--- config.mk ---
export PLATFORM = sky130hd
export DESIGN_NAME = converter_serial_port_pins
export DESIGN_NICKNAME = d
export VERILOG_FILES = /design/src/rtl/conv_port_pkg.sv /design/src/rtl/converter_serial_port_pins.sv
export SDC_FILE = /design/constraint.sdc
export NUM_CORES = 1
export LEC_CHECK = 0
export BUFFER_PORTS_ARGS = -buffer_cell sky130_fd_sc_hd__buf_2
export CAP_MARGIN = 20
export CORE_ASPECT_RATIO = 2
export CORE_MARGIN = 2
export CORE_UTILIZATION = 49
export DETAILED_ROUTE_END_ITERATION = 16
export PLACE_DENSITY = 0.79
export SKIP_LAST_GASP = 1
export SLEW_MARGIN = 20
export SYNTH_ARGS = -nofsm -noshare
export SYNTH_HDL_FRONTEND = slang
export SYNTH_SLANG_ARGS = --single-unit
export TNS_END_PERCENT = 100
--- constraint.sdc ---
create_clock -name clk -period 1.86 [get_ports clk]
set_input_delay 0.093 -clock clk [delete_from_list [all_inputs] [get_ports clk]]
set_output_delay 0.093 -clock clk [all_outputs]
set_load 0.02 [all_outputs]
--- src/rtl/conv_port_pkg.sv ---
// package: constants for the converter serial port pin logic
package conv_port_pkg;

  // ****************************************
  // clock modes
  // ****************************************
  localparam logic [1:0] CLK_MODE_RISE_OUT = 2'h3; // only mode that shifts out on rising edge

  // ****************************************
  // widths and reset values
  // ****************************************
  localparam int         FRAME_BITS     = 8;
  localparam int         DAC_CH         = 4;
  localparam int         DAC_BITS       = 10;
  localparam logic [7:0] SHIFT_RESET    = 8'h00;
  localparam logic [9:0] DAC_RESET      = 10'h000;

  // ****************************************
  // timing
  // ****************************************
  localparam int CLK_PERIOD_NS      = 20;
  localparam int LOAD_PULSE_MIN_NS  = 20;
  localparam int LOAD_PULSE_CYC     =
    (LOAD_PULSE_MIN_NS + CLK_PERIOD_NS - 1) / CLK_PERIOD_NS;

endpackage

--- src/rtl/converter_serial_port_pins.sv ---
// module: pin-level serial host port with end-of-conversion and dac load
// ****************************************
// ****************************************
`timescale 1ns/1ps
module converter_serial_port_pins #(
  parameter int FRAME_BITS = conv_port_pkg::FRAME_BITS,
  parameter int DAC_CH     = conv_port_pkg::DAC_CH,
  parameter int DAC_BITS   = conv_port_pkg::DAC_BITS
) (
  // clock and reset
  input  wire logic                       clk,
  input  wire logic                       rst_b,
  // serial pins
  input  wire logic                       cs_n,
  input  wire logic                       sclk,
  input  wire logic                       din,
  output logic                            dout_o,
  output logic                            dout_oe,
  // end of conversion and dac load pins
  output logic                            eoc_n,
  input  wire logic                       dac_load_n,
  // core side
  input  wire logic [1:0]                 clk_mode,
  input  wire logic                       conv_done,
  input  wire logic [FRAME_BITS-1:0]      tx_word,
  output logic [FRAME_BITS-1:0]           rx_word,
  output logic                            rx_valid,
  input  wire logic                       dac_wr,
  input  wire logic [$clog2(DAC_CH)-1:0]  dac_wr_ch,
  input  wire logic [DAC_BITS-1:0]        dac_wr_data,
  output logic [DAC_CH*DAC_BITS-1:0]      dac_analog_outputs
);

  localparam int CW = $clog2(FRAME_BITS + 1);

  // ****************************************
  // pin synchronisers
  // ****************************************
  logic [3:0] sync1;
  logic [3:0] sync2;
  logic       sclk_prev;

  // first stage read only by the second stage
  always_ff @(posedge clk or negedge rst_b)
  begin
    if (!rst_b)
    begin
      sync1     <= 4'hf;
      sync2     <= 4'hf;
      sclk_prev <= 1'b1; // matches parked-high sclk, so no false rise after reset
    end
    else
    begin
      sync1     <= {cs_n, sclk, din, dac_load_n};
      sync2     <= sync1;
      sclk_prev <= sync2[2];
    end
  end

  logic cs_n_s;
  logic sclk_s;
  logic din_s;
  logic load_n_s;
  logic sclk_fall;
  logic sclk_rise;
  logic out_edge;
  assign cs_n_s    = sync2[3];
  assign sclk_s    = sync2[2];
  assign din_s     = sync2[1];
  assign load_n_s  = sync2[0];
  assign sclk_fall = sclk_prev & ~sclk_s;
  assign sclk_rise = ~sclk_prev & sclk_s;
  // mode 11 moves output shifting to the rising edge
  assign out_edge  = (clk_mode == conv_port_pkg::CLK_MODE_RISE_OUT) ? sclk_rise
                                                                     : sclk_fall;

  // ****************************************
  // shift engine
  // ****************************************
  logic [FRAME_BITS-1:0] rx_sh;
  logic [FRAME_BITS-1:0] tx_sh;
  logic [CW-1:0]         bit_cnt;
  logic                  dout_q;
  logic                  active;
  logic [FRAME_BITS-1:0] next_rx_sh;
  logic [FRAME_BITS-1:0] next_tx_sh;
  logic [CW-1:0]         next_bit_cnt;
  logic                  next_dout_q;
  logic                  next_active;
  logic [FRAME_BITS-1:0] next_rx_word;
  logic                  next_rx_valid;

  // next-state of the serial shifter
  always_comb
  begin
    next_rx_sh    = rx_sh;
    next_tx_sh    = tx_sh;
    next_bit_cnt  = bit_cnt;
    next_dout_q   = dout_q;
    next_active   = ~cs_n_s;
    next_rx_word  = rx_word;
    next_rx_valid = 1'b0;
    if (cs_n_s)
    begin
      // idle: preload so first bit is ready at select
      next_tx_sh   = tx_word;
      next_dout_q  = tx_word[FRAME_BITS-1];
      next_bit_cnt = '0;
    end
    else
    begin
      if (sclk_fall)
      begin
        next_rx_sh = {rx_sh[FRAME_BITS-2:0], din_s};
        if (bit_cnt == CW'(FRAME_BITS - 1))
        begin
          next_bit_cnt  = '0;
          next_rx_word  = {rx_sh[FRAME_BITS-2:0], din_s};
          next_rx_valid = 1'b1;
        end
        else
          next_bit_cnt = bit_cnt + CW'(1);
      end
      if (out_edge)
      begin
        next_tx_sh  = {tx_sh[FRAME_BITS-2:0], 1'b0};
        next_dout_q = tx_sh[FRAME_BITS-2];
      end
    end
  end

  // shifter registers
  always_ff @(posedge clk or negedge rst_b)
  begin
    if (!rst_b)
    begin
      rx_sh    <= '0;
      tx_sh    <= '0;
      bit_cnt  <= '0;
      dout_q   <= 1'b0;
      active   <= 1'b0;
      rx_word  <= '0;
      rx_valid <= 1'b0;
    end
    else
    begin
      rx_sh    <= next_rx_sh;
      tx_sh    <= next_tx_sh;
      bit_cnt  <= next_bit_cnt;
      dout_q   <= next_dout_q;
      active   <= next_active;
      rx_word  <= next_rx_word;
      rx_valid <= next_rx_valid;
    end
  end

  // released while deselected so other devices may share the line
  assign dout_o  = dout_q;
  assign dout_oe = active;

  // ****************************************
  // end of conversion
  // ****************************************
  logic next_eoc_n;

  // low on completion, released when host selects to read
  always_comb
  begin
    next_eoc_n = eoc_n;
    if (conv_done)
      next_eoc_n = 1'b0;
    else if (!cs_n_s)
      next_eoc_n = 1'b1;
  end

  always_ff @(posedge clk or negedge rst_b)
  begin
    if (!rst_b)
      eoc_n <= 1'b1;
    else
      eoc_n <= next_eoc_n;
  end

  // ****************************************
  // dac input and output registers
  // ****************************************
  logic [DAC_CH*DAC_BITS-1:0] dac_in;
  logic [DAC_CH*DAC_BITS-1:0] next_dac_in;
  logic [DAC_CH*DAC_BITS-1:0] next_dac_out;

  // load is sampled through the synchroniser, so the pin may move at any time; it takes effect on clk
  always_comb
  begin
    next_dac_in = dac_in;
    if (dac_wr)
      next_dac_in[dac_wr_ch*DAC_BITS +: DAC_BITS] = dac_wr_data;
    // transparent while load held low: new writes pass at once
    next_dac_out = load_n_s ? dac_analog_outputs : next_dac_in;
  end

  always_ff @(posedge clk or negedge rst_b)
  begin
    if (!rst_b)
    begin
      dac_in             <= {DAC_CH{conv_port_pkg::DAC_RESET}};
      dac_analog_outputs <= {DAC_CH{conv_port_pkg::DAC_RESET}};
    end
    else
    begin
      dac_in             <= next_dac_in;
      dac_analog_outputs <= next_dac_out;
    end
  end
endmodule

==> results of run 1 <==
-- stage by stage --
stage | std cells | hold WS, ns | setup WS [ns] | power, mW
after floorplan | 427 | -0.2026 | 0.003957 | 3.753
after global placement | 671 | 0.09562 | -0.1329 | 4.207
after detailed placement | 671 | 0.09681 | -0.1581 | 4.254
after CTS | 717 | 0.04806 | 0.1454 | 7.754
after global routing | 717 | 0.08593 | 0.06850 | 8.001
final | 717 | 0.06932 | 0.1309 | 7.681
-- flip-flops by register name, indices dropped and copies added (netlist names) --
register and count:
bit_cnt 4, sync1 4, rx_word 8, tx_sh 7, dout_o 1, rx_valid 1, dac_in 40, eoc_n 1
sclk_prev 1, rx_sh 7, dac_analog_outputs 40, sync2 4, dout_oe 1
-- cell usage after synthesis, drive strengths merged (2+ instances only) --
cell type / number / area (sq um)
o211ai: 5 / 37.54
or3: 3 / 23.77
nand3: 8 / 40.04
nand4bb: 2 / 22.52
a21oi: 12 / 60.06
o31ai: 3 / 22.52
nor2: 12 / 47.55
ha: 6 / 75.07
and4: 2 / 20.02
nor3: 5 / 25.02
nand2b: 5 / 31.28
buf: 11 / 93.83
dfstp: 10 / 262.8
a22o: 15 / 131.4
and2: 5 / 31.28
nor3b: 9 / 67.56
o21ai: 29 / 160.2
mux2i: 24 / 265.3
nor2b: 2 / 12.51
a221o: 6 / 60.06
dfrtp: 109 / 2728
nand2: 48 / 180.2
o22ai: 3 / 18.77
o2bb2ai: 3 / 32.53
mux4: 2 / 45.04
mux2: 43 / 484.2
inv: 7 / 26.28
nand3b: 9 / 67.56
clkbuf: 13 / 48.80
-- worst reg2reg max path, delay by kind of cell, from the launching register on --
kind | cells | cell delay (ns)
and+or+nand+nor | 1 | 0.30
muxes | 1 | 0.31
AOI/OAI and AO/OA | 2 | 0.44
DFF | 1 | 0.55
-- repair_timing --
action,4_1_cts,5_1_grt
hold endpoints to repair,44,0
setup endpoints to repair,0,0
hold buffers,14,0
-- placed cells by master (no fill, tap or decap), types with 2 or more instances in the layout --
master         instances
mux4_2                 2
nand3b_1               9
nand2b_1               5
buf_4                 48
o211ai_1               5
o21ai_0               24
clkbuf_16             17
nor2b_1                2
nor3b_1                9
buf_2                 80
and2_1                 5
inv_1                  6
o21ai_2                4
clkinvlp_4             5
o22ai_1                3
nor2_1                11
a21oi_1               12
clkinv_4               3
or3_1                  2
dfstp_2               10
buf_12                 3
dlygate4sd3_1         14
clkinv_2               2
bufinv_16              4
a22o_1                15
nand2_1               48
a221o_1                6
o2bb2ai_1              2
mux2i_1               22
dfrtp_1              109
nor3_1                 5
mux2i_4                2
ha_1                   6
mux2_2                43
o31ai_1                3
nand4bb_1              2
nand3_1                8
-- path summary, 6_finish.rpt --
kind	to	slack, ns	cells past startpoint
worst max-delay path	dout_o	0.13	4
worst min-delay path	dac_in[35]	0.07	3
worst max register to register	dout_o	0.13	4
worst min register to register	sync2[0]	0.35	0
max in group asynchronous	sync1[0]	1.00	3
min in group asynchronous	rx_word[1]	0.20	2
-- per-layer routing --
metal	wire length [microns]	global-route usage [%]
met4	582	13.57
met2	7180	44.13
met5	0	0
met1	4834	24.88
met3	492	5.336
-- logic make-up (layout without fill, tap and decap cells) --
| logic type | after synthesis | count (layout) |
|---|---|---|
| adder cells (fa/ha/maj) | 6 | 6 |
| multiplexers | 69 | 69 |
| AND/OR/NAND/NOR | 118 | 118 |
| buffers and inverters | 31 | 184 |
| XOR/XNOR | 1 | 1 |
| AO/OA/AOI/OAI | 83 | 83 |
| flip-flops | 119 | 119 |
-- power breakdown --
group,internal [mW],switching (mW)
clock,2.24,1.21
combinational,0.521,0.642
sequential,2.91,0.165
total,5.67,2.01
-- cell type report --
| type | count | area, sq um |
|---|---|---|
| fillers | 830 | 3607 |
| flip-flops and latches | 119 | 2990 |
| multi-input cells | 277 | 2091 |
| repair buffers | 145 | 960.9 |
| clock buffers | 17 | 425.4 |
| clock inverters | 15 | 202.7 |
| well taps | 137 | 171.4 |
| inverters | 7 | 28.78 |
==> results.toml, run 1 <==
[outcome]
outcome = "completed"

[critical_path]
end_kind = "flip-flop"
worstReg2RegStart = "sclk_prev"
worst_ep_required_time_ns = 2.14
critPathBufInv = 0
worst-endpoint-arrival_ns = 2.01
cp_top_family = "flip-flops"
timing.critical_path.slowest_cell_delay_ns = 0.55
timing.critical_path.slowest_stage_cell = "dfstp_2"
timing.critical_path.fanout_max = 8
path_class = "reg -> reg"
crit_path_cell_trace = "nor2b_1 -> o2bb2ai_2 -> mux2i_1 -> o21ai_0"
cp-startpoint = "sclk_prev"
timing.critical_path.from_type = "flip-flop"

[logic_synthesis]
complex_gate_fraction_of_the_synthesized_area_pct = 11.11
yosys.area_share.adder_pct = 1.430
syn_avg_cell_area_sq_um = 12.30
synth_area_in_xor_xnor_pct = 0.1668
synth_top_family_by_area = "multiplexers"
synthArstFlopShare_pct = 100.0
cell_area_synth_sq_um = 5250
synth.mux.area_fraction_pct = 15.13
synth-edff-count = 0
number_of_nets_produced_by_synthesis = 463
post_synth_and_or_nand_nor_area_fraction_pct = 11.99
synth.yosys.seq_area_share_pct = 56.96
yosysWarningCount = 0
synth.ff_latch_count = 119
synthFlopType = "dfrtp_1"
synth.lib_cells_used.distinct = 55
synth_cells = 427

[placement]
post-dp-hpwl_mm = 9.515
placed_area_sq_um = 6102
gpl.final_weighted_congestion = 0.9090
placement.io_buffers = 81

[worst_hold_path]
worst_hold_path_type = "in -> reg"
min-delay-start = "dac_wr_data[1]"

[grt]
vias_in_the_first_global_route = 4194
total_grt_overflow = 0
maximum_number_of_pins_on_one_net_before_global_route_repair = 48
antenna_found_initial = 0
grt_pass1_wl_mm = 21.27
grt_use_total_pct = 24.05

[pwr]
ir_worst_vdd_mv = 0.8062
power_leakage_nw = 3.363
power_density_nw_per_um2 = 1118

[sta]
unrepaired_setup_endpoints_after_global_routing = "false"
setup-tns-final_ns = 0
layout_worst_path_cycle_share_pct = 92.96
timing.slew.headroom_pct = 64.84
worst-slew-pin-transition_ns = 0.5218
fmax_mhz = 578.3
clock_skew_ns = 0.005425
hold_viol_final = 0
finalSetupViolations = 0
final_max_slew_viol_count = 0
timing.final.crit_period_ns = 1.729

[layout]
syn_to_final_growth_pct = 30.86
final_layout_size_suffix_gt1_share_pct = 39.83
finish.utilization_pct = 65.57
finish.instance_area_sq_um = 6870
finalNetCount = 603
insertedDiodeCount = 0

[clock_tree]
cts_inserted_buffers = 17
cts.sink_count = 119
post_cts_buffers = 0
post_cts.resized_instances = 0
clk_transition_reported_paths_ns = 0.06
skew_pair_late_insertion_delay_ns = 0.41
cts.root.buffer_cell = "clkbuf_16"
cts_tree = "built"
largest_buffer_count_on_any_clock_path = 2
cts-htree-levels = 4

[route]
route.vias.total = 3957
vias_per_cell = 5.519
drtIter0Drc = 189
drtPass1Iterations = 4
routed_wl_mm = 13.09
drt.antenna.violating_nets = 0
wl_per_cell_microns = 18.26
drc = 0

[floorplan]
fp.dieArea_sq_um = 11610
start_util_pct = 50.11
core.rowCount = 53
floorplan.core_area_sq_um = 10480
floorplan.die.height_microns = 150.4
boundaryPins = 82
floorplan.die.width_microns = 77.19

[run]
timing.max_cap.violations = 0
(Power assumes the default switching activity.)
==> run 2: changes to the inputs <==
- PLACE_DENSITY: 0.79 -> 0.7
==> results.toml, run 2 (synthesis gave the netlist of run 1 again) <==
[outcome]
outcome = "completed"

[run]
timing.max_cap.violations = 0

[grt]
antenna_found_initial = 0
total_grt_overflow = 0
grt_pass1_wl_mm = 20.50
maximum_number_of_pins_on_one_net_before_global_route_repair = 62
vias_in_the_first_global_route = 4136
grt_use_total_pct = 23.18

[sta]
layout_worst_path_cycle_share_pct = 89.84
finalSetupViolations = 0
hold_viol_final = 0
final_worst_hold_slack_ns = 0.07523
final_max_slew_viol_count = 0
timing.final.crit_period_ns = 1.671
unrepaired_setup_endpoints_after_global_routing = "false"
timing.slew.headroom_pct = 64.57
fmax_mhz = 598.4
clock_skew_ns = 0.005459
worst-slew-pin-transition_ns = 0.5283

[layout]
nFillCells = 840
final_layout_size_suffix_gt1_share_pct = 39.21
syn_to_final_growth_pct = 29.72
finalNetCount = 603
final_common_cell = "dfrtp_1"
layout_common_cells = "109 x dfrtp_1, 80 x buf_2, 48 x nand2_1, 47 x buf_4, 43 x mux2_2"
finish.instance_area_sq_um = 6810
instances_no_fill = 716
largest_registers = "dac_analog_outputs x40, dac_in x40, rx_word x8"
insertedDiodeCount = 0

[pwr]
pwr-share-comb_pct = 15.9
power_report.internal_total_mw = 5.417
seq_power_share_pct = 42.1
ir_worst_vdd_mv = 0.8888
power_density_nw_per_um2 = 1072
power_leakage_nw = 3.347
p_clk_share_pct = 42.0
net-switching-power_mw = 1.882
power_switching_share_pct = 25.79

[clock_tree]
clk_transition_reported_paths_ns = 0.05
cts.root.buffer_cell = "clkbuf_16"
cts-htree-levels = 4
skew_pair_late_insertion_delay_ns = 0.40
largest_buffer_count_on_any_clock_path = 2
post_cts.resized_instances = 0
cts_tree = "built"
cts_inserted_buffers = 17
cts.sink_count = 119

[placement]
placed_area_sq_um = 6115
place.detailed.instances = 671
post-dp-hpwl_mm = 9.288
placement.io_buffers = 81
gpl.final_weighted_congestion = 0.9469

[critical_path]
end_kind = "flip-flop"
path_class = "reg -> reg"
timing.critical_path.fanout_max = 9
worst-endpoint-arrival_ns = 1.95
worst_ep_required_time_ns = 2.14
timing.critical_path.from_type = "flip-flop"

[route]
drtIter0Drc = 175
route.vias.total = 3921
drt.antenna.violating_nets = 0
drc = 0
vias_per_cell = 5.476
routed_wl_mm = 12.62
wl_per_cell_microns = 17.63
drtPass1Iterations = 4

[floorplan]
start_util_pct = 50.11
boundaryPins = 82
floorplan.die.width_microns = 77.19
floorplan.die.height_microns = 150.4
floorplan.core_area_sq_um = 10480
fp.dieArea_sq_um = 11610
core.rowCount = 53

[worst_hold_path]
worst_hold_path_type = "in -> reg"
-- run 2: cell types whose count changed in the layout (fill, tap and decap cells not counted), sizes merged --
cell,delta
inv,-1
clkinv,+1
clkinvlp,-3
bufinv,-2
clkbuf,+4
-- run 2: per-layer routing --
layer	global-route usage [%]	vias up	wire (microns)	part of all wire, %
li1	-	1827	-	-
met1	23.38	1938	4531	36
met2	43.13	122	7110	56
met3	5.036	34	432	3.4
met4	13.30	0	548	4.3
met5	0	-	0	0
-- run 2: area by class of cell --
cell class	instances	area, sq um	area share, %
Timing Repair Buffer	145	973.4	14.29
Inverter	7	28.78	0.4226
Sequential cell	119	2990	43.91
Clock inverter	10	105.1	1.543
Multi-Input combinational cell	277	2091	30.70
Tap cell	137	171.4	2.517
Clock buffer	21	450.4	6.614
-- run 2: per-stage QoR --
step | power, mW | utilization, % | setup WS [ns] | setup TNS [ns]
floorplan | 3.753 | - | 0.003957 | 0
global placement | 4.217 | 58.36 | -0.1114 | -1.136
detailed placement | 4.258 | 58.36 | -0.1321 | -1.445
CTS | 7.372 | 65.00 | 0.1465 | 0
global route | 7.608 | 65.00 | 0.07356 | 0
finish | 7.299 | 65.00 | 0.1889 | 0
-- run 2: path summary, 6_finish.rpt --
check                               start  slack, ns          to  cells past startpoint
min in group asynchronous           rst_b       0.09      dout_o                      2
worst min register to register   sync1[2]       0.35    sync2[2]                      0
max in group asynchronous           rst_b       1.15    sync1[1]                      3
worst min-delay path               dac_wr       0.08  dac_in[22]                      3
worst max-delay path            sclk_prev       0.19  rx_word[0]                      4
worst max register to register  sclk_prev       0.19  rx_word[0]                      4
-- run 2: critical path, stage by stage (launching register included) --
cell,delay (ns)
dfstp_2,0.54
nand2b_1,0.09
nor2_2,0.11
and4_1,0.43
mux2_2,0.38
-- run 2: power by group through the flow --
stage               sequential [mW]  clock, mW  combinational [mW]
floorplan                      3.21          0               0.539
global placement               3.10          0                1.12
detailed placement             3.12          0                1.14
CTS                            3.08       3.13                1.17
global route                   3.11       3.24                1.26
finish                         3.07       3.07                1.16
-- run 2: timing repair --
item                                   in CTS  in global routing
endpoints found under the hold margin     122                  0
hold buffers                               14                  0
buffers inserted                            0                  0
